**src/tts_defines.vh**
```
`ifndef TTS_DEFINES_VH
`define TTS_DEFINES_VH

// Register byte addresses
`define TTS_ADDR_CTRL 8'h00
`define TTS_ADDR_OFFSET 8'h04
`define TTS_ADDR_SUBCODE 8'h08
`define TTS_ADDR_TAPETC 8'h0c
`define TTS_ADDR_STATUS 8'h10

// Control register fields
`define TTS_CTRL_TREF 0
`define TTS_CTRL_SRC_LSB 1
`define TTS_CTRL_SRC_MSB 3
`define TTS_CTRL_RATE_LSB 4
`define TTS_CTRL_RATE_MSB 6
`define TTS_CTRL_FOLLOW 7
`define TTS_CTRL_SYNCREQ 8
`define TTS_CTRL_HOUR_LSB 9
`define TTS_CTRL_HOUR_MSB 13
`define TTS_CTRL_RESET 14'h0000
`define TTS_CTRL_WRMASK 32'h00003fff

// Offset register fields: seconds of day and frames
`define TTS_OFS_SEC_MSB 16
`define TTS_OFS_FRM_LSB 17
`define TTS_OFS_FRM_MSB 22
`define TTS_OFS_RESET 23'h000000

// Tape timecode source selections
`define TTS_SRC_TRACK 3'h0
`define TTS_SRC_PLAIN 3'h1
`define TTS_SRC_OFFSET 3'h2
`define TTS_SRC_SHORT 3'h3
`define TTS_SRC_LONG 3'h4

// Frame rate selections
`define TTS_RATE_24 3'h0
`define TTS_RATE_25 3'h1
`define TTS_RATE_2997DF 3'h2
`define TTS_RATE_2997ND 3'h3
`define TTS_RATE_30DF 3'h4
`define TTS_RATE_30ND 3'h5

// Subcode frame pattern: 33, 33, 34 frames per second
`define TTS_SUB_MAXF_SHORT 6'h20
`define TTS_SUB_MAXF_LONG 6'h21
`define TTS_SUB_LONG_PHASE 2'h2

// Time constants
`define TTS_DAY_SEC 20'h15180
`define TTS_HOUR_SEC 17'h00e10
`define TTS_PREROLL_MIN 6'h39
`define TTS_SHORT_PERIOD_MIN 6'h0d
`define TTS_LONG_PERIOD_MIN 6'h17
`define TTS_DRIFT_SEC 11'h708

`endif

```
**src/tts_subcode_counter.v**
```verilog
`timescale 1ns/10ps
`include "tts_defines.vh"

module tts_subcode_counter
(
   input wire pclk,
   input wire presetn,
   input wire frame_tick,
   input wire tape_reverse,
   input wire tape_start,
   output reg signed [17:0] sub_sec,
   output reg [5:0] sub_frame,
   output reg [1:0] sub_phase,
   output reg sec_up,
   output reg sec_dn
);

   wire [5:0] max_now;
   wire [1:0] phase_back;
   wire [5:0] max_back;

   // Frame limits of the current and previous second of the pattern
   assign max_now = (sub_phase == `TTS_SUB_LONG_PHASE) ?
      `TTS_SUB_MAXF_LONG : `TTS_SUB_MAXF_SHORT;
   assign phase_back = (sub_phase == 2'h0) ? 2'h2 : sub_phase - 2'h1;
   assign max_back = (phase_back == `TTS_SUB_LONG_PHASE) ?
      `TTS_SUB_MAXF_LONG : `TTS_SUB_MAXF_SHORT;

   // Count subcode frames up or down, zero at tape start
   always @(posedge pclk or negedge presetn)
   begin
      if (!presetn)
      begin
         sub_sec <= 18'sd0;
         sub_frame <= 6'h00;
         sub_phase <= 2'h0;
         sec_up <= 1'b0;
         sec_dn <= 1'b0;
      end
      else
      begin
         sec_up <= 1'b0;
         sec_dn <= 1'b0;
         if (tape_start)
         begin
            sub_sec <= 18'sd0;
            sub_frame <= 6'h00;
            sub_phase <= 2'h0;
         end
         else if (frame_tick && !tape_reverse)
         begin
            if (sub_frame == max_now)
            begin
               sub_frame <= 6'h00;
               sub_sec <= sub_sec + 18'sd1;
               sub_phase <= (sub_phase == 2'h2) ? 2'h0 : sub_phase + 2'h1;
               sec_up <= 1'b1;
            end
            else
               sub_frame <= sub_frame + 6'h01;
         end
         else if (frame_tick)
         begin
            if (sub_frame == 6'h00)
            begin
               sub_frame <= max_back;
               sub_sec <= sub_sec - 18'sd1;
               sub_phase <= phase_back;
               sec_dn <= 1'b1;
            end
            else
               sub_frame <= sub_frame - 6'h01;
         end
      end
   end

endmodule

```
**src/tts_synth.v**
```verilog
// The register addresses and the APB interface to the registers were left to the implementer.
`timescale 1ns/10ps
`include "tts_defines.vh"

// How it works
// - Subcode time reads zero at physical tape start and counts up.
// - Subcode seconds hold 33, 33, then 34 frames; 100 per three seconds.
// - Slave link always carries subcode time, never timecode.
// - With follow-master on, chase incoming timecode whatever reference.
// - External controller time is always the tape timecode value.
// - Exactly one indicator lit: subcode or timecode reference.
// - Reference select picks subcode or timecode; subcode blocks tc sync.
// - Five tape timecode sources: track, plain, offset, short, long.
// - Synthesized timecode leaves on the same outputs as track timecode.
// - Track source passes recorded track timecode unconverted.
// - Track source with no timecode on tape shows dashes.
// - Plain synthesis outputs subcode time as timecode, start is zero.
// - Negative subcode time wraps to just before midnight.
// - Synthesized frames use the selected system frame rate.
// - At 29.97 non-drop and 30 drop, seconds drift two per hour.
// - Offset synthesis adds the user offset; offset is tape-start time.
// - Pre-roll modes start tape at selected hour, 57 minutes, zero.
// - Pre-roll restarts next hour plus 57 every 13 or 23 minutes.
module tts_synth
(
   input wire pclk,
   input wire presetn,
   input wire psel,
   input wire penable,
   input wire pwrite,
   input wire [7:0] paddr,
   input wire [31:0] pwdata,
   output reg [31:0] prdata,
   output reg pready,
   output reg pslverr,
   input wire frame_tick,
   input wire tape_reverse,
   input wire tape_start,
   input wire track_tc_present,
   input wire [16:0] track_tc_sec,
   input wire [5:0] track_tc_frame,
   input wire ext_tc_present,
   output reg [16:0] tape_timecode_source_sec,
   output reg [5:0] tape_timecode_source_frame,
   output reg tape_timecode_source_valid,
   output reg counter_dashes,
   output reg subcode_led,
   output reg timecode_led,
   output reg tc_sync_enable,
   output reg chase_active,
   output reg signed [17:0] link_sub_sec,
   output reg [5:0] link_sub_frame,
   output reg [16:0] ctrl_tc_sec,
   output reg [5:0] ctrl_tc_frame
);

   reg [13:0] ctrl;
   reg [22:0] offset;
   reg [10:0] drift_pos;
   reg signed [17:0] drift_sec;
   reg [16:0] next_sec;
   reg [5:0] next_frame;
   reg next_valid;
   reg signed [19:0] sum;
   reg [6:0] fsum;
   reg [5:0] fps;
   reg [31:0] rd_val;
   reg rd_err;
   wire signed [17:0] sub_sec;
   wire [5:0] sub_frame;
   wire [1:0] sub_phase;
   wire sec_up;
   wire sec_dn;
   wire [11:0] prod;
   wire [5:0] syn_frame;
   wire time_ref_tc;
   wire [2:0] tape_timecode_source;
   wire [2:0] rate;
   wire [4:0] preroll_hour;
   wire drift_on;
   wire [16:0] seg_sec [0:1];
   wire [19:0] day_sec = `TTS_DAY_SEC;

   assign time_ref_tc = ctrl[`TTS_CTRL_TREF];
   assign tape_timecode_source = ctrl[`TTS_CTRL_SRC_MSB:`TTS_CTRL_SRC_LSB];
   assign rate = ctrl[`TTS_CTRL_RATE_MSB:`TTS_CTRL_RATE_LSB];
   assign preroll_hour = ctrl[`TTS_CTRL_HOUR_MSB:`TTS_CTRL_HOUR_LSB];

   tts_subcode_counter u_count
   (
      .pclk(pclk),
      .presetn(presetn),
      .frame_tick(frame_tick),
      .tape_reverse(tape_reverse),
      .tape_start(tape_start),
      .sub_sec(sub_sec),
      .sub_frame(sub_frame),
      .sub_phase(sub_phase),
      .sec_up(sec_up),
      .sec_dn(sec_dn)
   );

   // Nominal frames per second of the selected system rate
   always @*
   begin
      case (rate)
         `TTS_RATE_24: fps = 6'd24;
         `TTS_RATE_25: fps = 6'd25;
         default: fps = 6'd30;
      endcase
   end

   // Map subcode frame into a frame at the system rate
   assign prod = ({6'h00, sub_frame} * {6'h00, fps}) /
      ((sub_phase == `TTS_SUB_LONG_PHASE) ? 12'd34 : 12'd33);
   assign syn_frame = prod[5:0];
   assign drift_on = (rate == `TTS_RATE_2997ND) || (rate == `TTS_RATE_30DF);

   // Drift accumulator: one second lost per 1800 subcode seconds
   always @(posedge pclk or negedge presetn)
   begin
      if (!presetn)
      begin
         drift_pos <= 11'h000;
         drift_sec <= 18'sd0;
      end
      else if (tape_start)
      begin
         drift_pos <= 11'h000;
         drift_sec <= 18'sd0;
      end
      else if (sec_up)
      begin
         if (drift_pos == `TTS_DRIFT_SEC - 11'h001)
         begin
            drift_pos <= 11'h000;
            drift_sec <= drift_sec + 18'sd1;
         end
         else
            drift_pos <= drift_pos + 11'h001;
      end
      else if (sec_dn)
      begin
         if (drift_pos == 11'h000)
         begin
            drift_pos <= `TTS_DRIFT_SEC - 11'h001;
            drift_sec <= drift_sec - 18'sd1;
         end
         else
            drift_pos <= drift_pos - 11'h001;
      end
   end

   // Pre-roll segment trackers, one per pre-roll length
   genvar g;
   generate
      for (g = 0; g < 2; g = g + 1)
      begin : seg
         localparam [10:0] PERIOD = 11'd60 * ((g == 0) ?
            {5'h00, `TTS_SHORT_PERIOD_MIN} : {5'h00, `TTS_LONG_PERIOD_MIN});
         reg [10:0] pos;
         reg [4:0] hr;
         wire [5:0] hsum;
         wire [4:0] hmod;
         wire [17:0] tot;
         assign hsum = {1'b0, preroll_hour} + {1'b0, hr};
         assign hmod = (hsum >= 6'd24) ? hsum[4:0] - 5'd24 : hsum[4:0];
         assign tot = {13'h0000, hmod} * {1'b0, `TTS_HOUR_SEC} +
            {12'h000, `TTS_PREROLL_MIN} * 18'd60 + {7'h00, pos};
         assign seg_sec[g] = (tot >= `TTS_DAY_SEC) ?
            tot[16:0] - day_sec[16:0] : tot[16:0];

         // Restart at the next hour plus 57 minutes each period
         always @(posedge pclk or negedge presetn)
         begin
            if (!presetn)
            begin
               pos <= 11'h000;
               hr <= 5'h00;
            end
            else if (tape_start)
            begin
               pos <= 11'h000;
               hr <= 5'h00;
            end
            else if (sec_up)
            begin
               if (pos == PERIOD - 11'h001)
               begin
                  pos <= 11'h000;
                  hr <= (hr == 5'd23) ? 5'h00 : hr + 5'h01;
               end
               else
                  pos <= pos + 11'h001;
            end
            else if (sec_dn)
            begin
               if (pos == 11'h000)
               begin
                  pos <= PERIOD - 11'h001;
                  hr <= (hr == 5'h00) ? 5'd23 : hr - 5'h01;
               end
               else
                  pos <= pos - 11'h001;
            end
         end
      end
   endgenerate

   // Select tape timecode source and form the next value
   always @*
   begin
      next_valid = 1'b1;
      next_sec = 17'h00000;
      next_frame = syn_frame;
      fsum = {1'b0, syn_frame};
      sum = {{2{sub_sec[17]}}, sub_sec};
      case (tape_timecode_source)
         `TTS_SRC_PLAIN, `TTS_SRC_OFFSET:
         begin
            if (drift_on)
               sum = sum - {{2{drift_sec[17]}}, drift_sec};
            if (tape_timecode_source == `TTS_SRC_OFFSET)
            begin
               fsum = {1'b0, syn_frame} +
                  {1'b0, offset[`TTS_OFS_FRM_MSB:`TTS_OFS_FRM_LSB]};
               sum = sum + {3'b000, offset[`TTS_OFS_SEC_MSB:0]};
               if (fsum >= {1'b0, fps})
               begin
                  fsum = fsum - {1'b0, fps};
                  sum = sum + 20'sd1;
               end
            end
            if (sum < 20'sd0)
               sum = sum + `TTS_DAY_SEC;
            if (sum >= $signed(day_sec))
               sum = sum - `TTS_DAY_SEC;
            next_sec = sum[16:0];
            next_frame = fsum[5:0];
         end
         `TTS_SRC_SHORT:
            next_sec = seg_sec[0];
         `TTS_SRC_LONG:
            next_sec = seg_sec[1];
         default:
         begin
            next_valid = track_tc_present;
            next_sec = track_tc_sec;
            next_frame = track_tc_frame;
         end
      endcase
   end

   // Time outputs, indicators and sync controls
   always @(posedge pclk or negedge presetn)
   begin
      if (!presetn)
      begin
         tape_timecode_source_sec <= 17'h00000;
         tape_timecode_source_frame <= 6'h00;
         tape_timecode_source_valid <= 1'b0;
         counter_dashes <= 1'b1;
         subcode_led <= 1'b1;
         timecode_led <= 1'b0;
         tc_sync_enable <= 1'b0;
         chase_active <= 1'b0;
         link_sub_sec <= 18'sd0;
         link_sub_frame <= 6'h00;
         ctrl_tc_sec <= 17'h00000;
         ctrl_tc_frame <= 6'h00;
      end
      else
      begin
         tape_timecode_source_sec <= next_sec;
         tape_timecode_source_frame <= next_frame;
         tape_timecode_source_valid <= next_valid;
         counter_dashes <= !next_valid;
         subcode_led <= !time_ref_tc;
         timecode_led <= time_ref_tc;
         tc_sync_enable <= time_ref_tc;
         chase_active <= ext_tc_present && (ctrl[`TTS_CTRL_FOLLOW] ||
            (time_ref_tc && ctrl[`TTS_CTRL_SYNCREQ]));
         link_sub_sec <= sub_sec;
         link_sub_frame <= sub_frame;
         ctrl_tc_sec <= next_sec;
         ctrl_tc_frame <= next_frame;
      end
   end

   // Read multiplexer, decoded in the setup phase
   always @*
   begin
      rd_err = 1'b0;
      rd_val = 32'h00000000;
      case (paddr)
         `TTS_ADDR_CTRL: rd_val = {18'h00000, ctrl};
         `TTS_ADDR_OFFSET: rd_val = {9'h000, offset};
         `TTS_ADDR_SUBCODE:
            rd_val = {6'h00, sub_phase, sub_frame, sub_sec};
         `TTS_ADDR_TAPETC:
            rd_val = {8'h00, tape_timecode_source_valid, tape_timecode_source_frame, tape_timecode_source_sec};
         `TTS_ADDR_STATUS:
            rd_val = {27'h0000000, chase_active, tc_sync_enable,
               counter_dashes, timecode_led, subcode_led};
         default: rd_err = 1'b1;
      endcase
   end

   // APB slave: zero wait states, writes land in the access phase
   always @(posedge pclk or negedge presetn)
   begin
      if (!presetn)
      begin
         ctrl <= `TTS_CTRL_RESET;
         offset <= `TTS_OFS_RESET;
         prdata <= 32'h00000000;
         pready <= 1'b0;
         pslverr <= 1'b0;
      end
      else
      begin
         pready <= 1'b1;
         if (psel && !penable)
         begin
            prdata <= pwrite ? 32'h00000000 : rd_val;
            pslverr <= rd_err;
         end
         if (psel && penable && pwrite)
         begin
            if (paddr == `TTS_ADDR_CTRL)
               ctrl <= pwdata[13:0];
            else if (paddr == `TTS_ADDR_OFFSET)
               offset <= pwdata[22:0];
         end
      end
   end

endmodule

```
**config.mk**
```make
export PLATFORM = sky130hd
export DESIGN_NAME = tts_synth
export DESIGN_NICKNAME = d
export VERILOG_FILES = /design/src/tts_subcode_counter.v /design/src/tts_synth.v
export VERILOG_INCLUDE_DIRS = /design/src /design/src/src
export SDC_FILE = /design/constraint.sdc
export NUM_CORES = 1
export LEC_CHECK = 0
export BUFFER_PORTS_ARGS = -buffer_cell sky130_fd_sc_hd__buf_4
export CAP_MARGIN = 20
export CORE_ASPECT_RATIO = 0.6
export CORE_MARGIN = 5
export CORE_UTILIZATION = 35
export CTS_CLUSTER_DIAMETER = 120
export DETAILED_ROUTE_END_ITERATION = 7
export PLACE_DENSITY = 0.49
export SYNTH_ARGS = -nofsm -noshare
export SYNTH_HDL_FRONTEND = slang
export SYNTH_SLANG_ARGS = --single-unit
```
**constraint.sdc**
```tcl
create_clock -name pclk -period 24.7 [get_ports pclk]
set_input_delay 0 -clock pclk [delete_from_list [all_inputs] [get_ports pclk]]
set_output_delay 0 -clock pclk [all_outputs]
set_load 0.03 [all_outputs]
```
# == Word-level counts from Yosys, hierarchy flattened ==
# Index checks and enable logic that the tools add are counted.
# totals
register_bits,212
inputBits,73
output_inout_bits,110
word_cells,214
# op_classes
n_addsub,35
multipliers,3
n_div,1
order_cmp,7
eq_ne,23
n_mux,82
n_bitwise,1
reduce_logical,37
# ops
cell,n
$mux W18,10
$mux W11,15
$mux W20,7
$pmux W26 S5,1
$mux W5,16
$mux W17,3
$pmux W17 S3,1
$sub A17 B17 Y17 const B,3
$mux W6,7
$add A17 B12 Y18 const B,2
$add A18 B11 Y18,2
$add A18 B2 Y18 const B,2
$ge A18 B17 Y1 const B,2
$sub A18 B2 Y18 const B,2
$add A11 B1 Y11 const B,3
$logic_not A11 Y1,3
$sub A11 B1 Y11 const B,3
$mux W32,1
$mul A5 B8 Y13 const B,2
$eq A11 B11 Y1 const B,2
$add A20 B17 Y20,1
$add A20 B17 Y20 const B,1
$add A20 B2 Y20 const B,1
$ge A20 B18 Y1 const B,1
other kinds (46),98

# == Longest topological paths before layout ==
# Gate-level depths: netlist of the first run.
# logic_depth
depth_word,15
depth_mapped,94
ltp_nobuf,90

# == Modules after synthesis ==
# A second synthesis of the first run with hierarchy kept.
# unflattened
cells_unflattened,2442
area_unflattened_um2,20820.0
# by_module_without_submodules
module,n_inst,cells_each,area_each_um2,seq_area_each_um2
tts_synth,1,2191,18652.9,4456.8
tts_subcode_counter,1,251,2167.1,700.7

# == Worst setup path after synthesis of the first run ==
# OpenSTA, ideal clock, no wires.
# synth_timing
path_kind,reg-to-reg
from,register ctrl[5]
to,register ctrl_tc_sec[8]
setup_ns,0.133
t_arrival_ns,18.550
required_time_ns,24.567
slack_ns,6.017
stages_incl_launch_ff,91
n_path_buf,4
synth_period_minus_slack_ns,18.683
path_cell_list,dfrtp_1 or2_2 clkbuf_1 inv_1 nor2_1 fa_1 inv_1 fa_1 fa_1 inv_1 ha_1 a21o_4 a21oi_1 xnor2_1 ha_1 o21a_1 or2_2 clkbuf_1 (+55 left out) a21oi_1 nand2_1 a211oi_1 nor4_1 a211oi_1 o31ai_1 ha_1 nor3_1 a32oi_1 o21ba_2 nor4bb_1 o21a_1 nor2_1 a21oi_1 and2_0 clkbuf_1 mux2i_1 o21ai_0
# synth_between
elab_chain_len,15
word_cells_on_any_way,25
classes_between,5 x add/sub; 1 x mul; 1 x div; 3 x order compare; 3 x eq/ne; 10 x mux; 2 x reduce/logical
# synth_lines
element,line,source
start: declaration,tts_synth.v:57,reg [13:0] ctrl;
start signal: assignment,tts_synth.v:314,ctrl <= `TTS_CTRL_RESET;
start signal: assignment,tts_synth.v:331,ctrl <= pwdata[13:0];
$eq A3 B1 Y1 (tied with other cells),tts_synth.v:106,case (rate)
$pmux W3 S2 or $logic_or A1 B1 Y1 (tied branches),"tts_synth.v:106, tts_synth.v:117",
$mul A6 B6 Y12 or $mux W20 (tied branches),"tts_synth.v:114, tts_synth.v:221",
$div A12 B12 Y12 or $mux W20 (tied branches),"tts_synth.v:114, tts_synth.v:218",
$add A6 B6 Y7 or $add A20 B17 Y20 (tied branches),"tts_synth.v:225, tts_synth.v:227",
$ge A7 B5 Y1 or $add A20 B2 Y20 (tied branches),"tts_synth.v:228, tts_synth.v:231",
$mux W20,tts_synth.v:228,"if (fsum >= {1'b0, fps})"
$mux W20 (*),tts_synth.v:223,if (tape_timecode_source == `TTS_SRC_OFFSET)
$mux W20 (*),tts_synth.v:218,case (tape_timecode_source)
$add A20 B17 Y20 (no source line) or $lt A20 B1 Y1 (tied branches),--,
$mux W20 (*),tts_synth.v:234,if (sum < 20'sd0)
$mux W20 (*),tts_synth.v:218,
$sub A17 B17 Y17 (no source line) or $ge A20 B18 Y1 (tied branches),--,
$mux W17 (*),tts_synth.v:236,if (sum >= $signed(day_sec))
$pmux W17 S3 (*),tts_synth.v:218,
net next_sec[8],tts_synth.v:61,reg [16:0] next_sec;
end signal: assignment,tts_synth.v:285,ctrl_tc_sec <= next_sec;
end: declaration,tts_synth.v:53,"output reg [16:0] ctrl_tc_sec,"
# Mark *: on every way through the listed nets, which the timed path passes. The rest lies on a longest branch. The select of a mux whose other input is x is not followed.
# A chain may end at the register's enable or synchronous reset.

# == Worst setup path in the final report of the first run ==
# Same ends and word-level chain as after synthesis.

==> out/results.ini, run 1 <==
[pwr]
p_leak_nw = 11.6
vdd_drop_max_mv = 0.108
finalPower_mw = 3.32
p_per_area_nw_per_um2 = 134

[critical_path]
crit_type = reg -> reg
startpoint_type = flop
path_max_fanout = 15
cp-end-kind = flop
crit_path_frequent_cell = ha_1
worstPathRequired_ps = 25130
slowest_stage = a211oi_2
critPathMaxStageDelay_ps = 890
cp.arrival_ps = 23500

[floorplan]
rows = 70
die_y_um = 201
die-area_um2 = 65900
initial_utilization = 0.351
pin_count = 183
coreArea_um2 = 60500
die_w_um = 328

[layout]
area.growth.synth_to_final_pct = 16.6
fin_nets = 3058
fillers = 6097
final_util = 0.409
drive_above_1_share = 0.133

[cts]
cts_tree = built
clkLatencyLatePin_ps = 580
post_cts_buffers = 0
cts_sinks = 206
clk_pin_slew_worst_paths_ps = 60
htreeDepth = 1
cts-resized-gates = 0
cts_made_buffers = 26
clock_path_buffers = 3
clockRootBuffer = clkbuf_16

[routing]
drc = 0
vias = 19936
drt_first_pass_iters = 6
drt_iter0_drc = 1651
wl_per_cell_um = 21.0
ant_nets = 0
routed_wl_um = 75100
viasPerCell = 5.57

[global_route]
grt_pass1_vias = 18289
overflow = 0
grt_pass1_wl_um = 113000
grt.total_usage = 0.219
antenna_found_initial = 2
grt_start_max_net_pins = 98

[status]
status = finished clean

[timing]
drv_slew = 0
finalSetupViolCount = 0
worstMarginPinSlew_ps = 1140
skew_ps = 18.4
hold_viol = 0
setup_tns_ps = 0
fin_ws_ps = 1620
grt_setup_unrepaired = no
min_period_ps = 23080
max_freq_mhz = 43.3
post-route-period-util = 0.934
timing.hold.ws_ps = 40.1
max_slew_margin = 0.237

[synthesis]
synth_area_per_cell_um2 = 8.30
syn_area_um2 = 21300
ys_warn_count = 0
async_flop_share = 1.00
synthSimpleGateAreaFrac = 0.173
synth_compound_area_frac = 0.245
synth_top_flop_cell = dfrtp_1
synth_xor_area_frac = 0.0638
ys_seq_area_frac = 0.243
synthAdderAreaFrac = 0.161
synth_seq_cells = 206
synth-edff-count = 0
postSynthCellCount = 2560
yosysUniqueCellTypes = 107
muxShareOfSynthArea = 0.0507
synth_top_family_by_area = compound AO/OA/AOI/OAI gates

[placed_design]
pre_cts_ws_ps = 2190
place.gp.congestion = 0.908
dpl.hpwl_um = 59000
io_buffers = 167

[run]
cap_viol_max_count = 0

[hold_path]
min_path_type = in -> async

## cells by family after synthesis
logic type,after synthesis
compound gates,768
simple gates,746
buf+inv,327
fa+ha+maj,257
flops,206
xor+xnor,154
mux,100
other cells,2
## layout by cell type, fill, tap and decap left out, types with 16 or more instances in the layout
cell           synthesis  layout
a211oi_1              29      28
nand3_1               62      62
a21oi_1              170     170
o22ai_1               16      16
or2_2                 25      25
inv_1                203     203
mux2i_1               41      41
fa_1                  27      27
and3_1                23      23
nand2_1              197     197
a31oi_1               29      28
mux2_2                58      58
ha_1                 230     230
nand2b_1              21      21
o21a_1                27      27
and2_1                32      32
o21ai_0              177     176
clkbuf_16              0      26
o31ai_1               23      23
a21o_1                49      49
o211ai_1              32      32
dfrtp_1              204     202
a22oi_1               17      17
buf_4                 30     197
nor2b_1               23      23
nor2_1               188     187
xor2_1                46      46
nor3_1                62      60
a22o_1                28      28
xnor2_1              107     107
dlygate4sd3_1          0      58
nor4_1                16      16
or3_1                 31      31
a21boi_0              16      16
o21bai_1              19      19
## where the power goes
group / internal [mW] / total [mW] / switching [mW] / leakage (nW)
combinational: 0.927 / 2.42 / 1.49 / 8.37
sequential: 0.386 / 0.477 / 0.0911 / 2.73
clock: 0.258 / 0.428 / 0.170 / 0.451
## state kept, by name (all words and copies together) (netlist names), 11 cells and up
signal,flops
u_count.sub_sec,18
link_sub_sec,18
ctrl_tc_sec,17
offset,23
seg.pos,22
ctrl,14
prdata,26
drift_sec,18
drift_pos,11
## synth_stat cells, drive strengths merged (8+ instances only)
cell	count	share of area
or2	26	0.0078
nor2b	23	0.0068
a21o	50	0.018
clkbuf	85	0.015
nand3b	11	0.0039
a21oi	171	0.040
o21a	27	0.0095
nor2	189	0.034
mux2	58	0.031
xor2	46	0.019
mux2i	42	0.020
a31oi	30	0.0091
a222oi	15	0.0071
or4	8	0.0028
nor3b	8	0.0028
o22ai	16	0.0047
or3	34	0.011
nand2b	21	0.0062
and3	23	0.0068
a211oi	30	0.011
a221oi	15	0.0065
a22o	28	0.012
nor4	16	0.0047
nand2	198	0.035
xnor2	108	0.045
inv	203	0.036
ha	230	0.14
o21ai	181	0.043
fa	27	0.025
a21boi	18	0.0064
nand3	64	0.016
buf	38	0.013
nand4	14	0.0041
a22oi	17	0.0060
o21bai	19	0.0067
o211ai	33	0.012
and2	34	0.010
o41ai	8	0.0037
o31ai	25	0.0097
nor3	63	0.015
dfrtp	204	0.24
## final cells by class
class	count	area [µm²]	area share
flip-flops and latches	206	5160	0.208
clock inverters	10	190	0.00768
multi-input cells	2032	14800	0.597
inverters	204	766	0.0309
clock buffers	37	732	0.0296
diodes	2	5.00	0.000202
repair buffers	258	2090	0.0845
well taps	828	1040	0.0418
## per-layer routing
layer,share of wire,track usage,wire [µm],vias to the layer above
met5,0,0,0,-
met4,0.016,0.0326,1170,0
met3,0.082,0.0573,6190,62
met2,0.38,0.291,28400,654
met1,0.52,0.355,39300,9582
li1,-,-,-,9638
## stage by stage
stage	instance area, µm²	cells
2_1_floorplan	21300	2565
3_3_place_gp	23200	3467
3_5_place_dp	23200	3467
4_1_cts	24700	3572
5_1_grt	24800	3576
6_report	24800	3577
## critical path, delay by kind of cell, from the launching register on
family	cells	cell delay (ps)
AO/OA/AOI/OAI	30	7620
XOR/XNOR	1	320
adder cells (fa/ha/maj)	15	5330
buffers and inverters	5	580
flip-flops	1	440
multiplexers	9	2470
AND/OR/NAND/NOR	25	6140
## final timing paths
kind / start / to / slack, ps / cells after the start
setup / recovery: ctrl[5] / ctrl_tc_sec[8] / 1620 / 85
hold / removal: presetn / pready / 40 / 2
setup reg to reg: ctrl[5] / ctrl_tc_sec[8] / 1620 / 85
hold reg to reg: ctrl[0] / tc_sync_enable / 470 / 0
max in group asynchronous: presetn / u_count.sec_up / 22500 / 4
min in group pclk: psel / pslverr / 50 / 5
## timing repair
action | in CTS | in global routing
endpoints found under the setup margin | 0 | 0
hold buffers | 58 | 0
endpoints found under the hold margin | 200 | 0
Note: power is estimated with default switching activity, not from simulation.
==> inputs of run 2 (changes only) <==
clock period = 24.5 ns   (was 24.7 ns; I/O delays follow)
==> out/results.ini, run 2 (synthesis results as in run 1) <==
[floorplan]
die-area_um2 = 65900
rows = 70
coreArea_um2 = 60500
pin_count = 183
initial_utilization = 0.351
die_w_um = 328
die_y_um = 201

[placed_design]
io_buffers = 167
dpl.hpwl_um = 59100
place.gp.congestion = 0.919
dp.cells = 3467
placed_area_um2 = 23200

[timing]
max_slew_margin = 0.234
grt_setup_unrepaired = no
worstMarginPinSlew_ps = 1150
min_period_ps = 22960
drv_slew = 0
hold_viol = 4
timing.hold.ws_ps = -14.1
skew_ps = 25.0
setup_tns_ps = 0
finalSetupViolCount = 0
post-route-period-util = 0.937
max_freq_mhz = 43.6

[cts]
clock_path_buffers = 3
post_cts_buffers = 0
clockRootBuffer = clkbuf_16
clkLatencyLatePin_ps = 590
htreeDepth = 1
cts_tree = built
clk_pin_slew_worst_paths_ps = 70
cts_made_buffers = 25
cts_sinks = 206

[layout]
layout_commonest_cell = ha_1
final_cell_mix = 230 x ha_1, 203 x inv_1, 202 x dfrtp_1
final_cells = 3574
fillers = 6110
fin_nets = 3056
drive_above_1_share = 0.134
area.growth.synth_to_final_pct = 16.2
top_register = prdata
multiInputGateArea_um2 = 14800
ff_latch_area_um2 = 5160
largest_registers = prdata x26, offset x23, seg.pos x22
final_util = 0.408
largest_reg_flops = 26
design_area_um2 = 24700

[status]
status = finished with violations
violations = hold timing

[global_route]
grt.total_usage = 0.220
grt_pass1_vias = 18373
grt_pass1_wl_um = 114000
grt_start_max_net_pins = 81
antenna_found_initial = 1
overflow = 0

[critical_path]
crit_type = reg -> reg
path_max_fanout = 15
cp-end-kind = flop
slowest_stage = a211oi_2
crit_path_frequent_cell = ha_1
critPathMaxStageDelay_ps = 880
startpoint_type = flop
worstPathRequired_ps = 24940
cp.arrival_ps = 23410

[pwr]
vdd_drop_max_mv = 0.111
pwr-share-clk = 0.123
seq_power_share = 0.145
p_per_area_nw_per_um2 = 134
power_switching_share = 0.532
power_frac_comb = 0.732
intPower_mw = 1.55
p_leak_nw = 11.5
power_switching_mw = 1.76

[routing]
wl_per_cell_um = 21.1
drt_first_pass_iters = 8
drt_iter0_drc = 1883
drc = 0
ant_nets = 0
viasPerCell = 5.60
vias = 20022
routed_wl_um = 75300

[run]
cap_viol_max_count = 0

[hold_path]
min_path_type = in -> async

-- run 2: cell types whose count changed in the layout (fill, tap and decap cells not counted), sizes merged --
cell / previous run / this run
diode: 2 / 1
inv: 204 / 205
buf: 199 / 197
clkinv: 5 / 7
bufinv: 5 / 3
clkinvlp: 0 / 5
clkbuf: 38 / 32
-- run 2: path summary, 6_finish.rpt --
check | cells past startpoint | startpoint | to | slack (ps)
setup reg to reg | 86 | ctrl[5] | ctrl_tc_sec[8] | 1540
hold / removal | 2 | presetn | pready | -10
hold reg to reg | 0 | ctrl[0] | tc_sync_enable | 460
min in group pclk | 5 | psel | prdata[19] | 40
max in group asynchronous | 3 | presetn | link_sub_sec[5] | 23040
setup / recovery | 86 | ctrl[5] | ctrl_tc_sec[8] | 1540
-- run 2: power by group through the flow --
stage                     registers (mW)  clock network, mW  logic (mW)
after floorplan                    0.477                  0        1.77
after global placement             0.486                  0        2.32
after detailed placement           0.486                  0        2.35
after CTS                          0.481              0.418        2.37
after global routing               0.490              0.430        2.66
final                              0.482              0.407        2.43
-- run 2: final cells by class --
type | count | area share
flip-flops and latches | 206 | 0.209
diodes | 1 | 0.000101
well taps | 828 | 0.0419
multi-input cells | 2032 | 0.599
repair buffers | 257 | 0.0846
inverters | 204 | 0.0310
clock inverters | 16 | 0.00785
clock buffers | 30 | 0.0269
-- run 2: stage by stage --
stage | setup WS, ps | total power [mW]
finish | 1540 | 3.32
detailed placement | 2040 | 2.83
CTS | 1910 | 3.27
floorplan | 5820 | 2.24
global placement | 2580 | 2.81
global route | 122 | 3.58
-- run 2: routing by layer --
| layer | track usage | part of all wire | vias to the layer above |
|---|---|---|---|
| met5 | 0 | 0 | - |
| met4 | 0.0366 | 0.017 | 0 |
| met3 | 0.0584 | 0.092 | 68 |
| met2 | 0.287 | 0.38 | 633 |
| met1 | 0.356 | 0.52 | 9712 |
| li1 | - | - | 9609 |
-- run 2: what timing repair did --
| action | 4_1_cts | 5_1_grt |
|---|---|---|
| endpoints found under the hold margin | 184 | 0 |
| hold buffers | 58 | 0 |
| gates resized for setup | 0 | 0 |
-- run 2: critical path: cells and delay by family, from the launching register on --
family / cells / cell delay, ps
flops: 1 / 430
simple gates: 26 / 6230
mux: 9 / 2410
buf+inv: 5 / 590
xor+xnor: 1 / 330
fa+ha+maj: 15 / 5330
compound gates: 30 / 7480
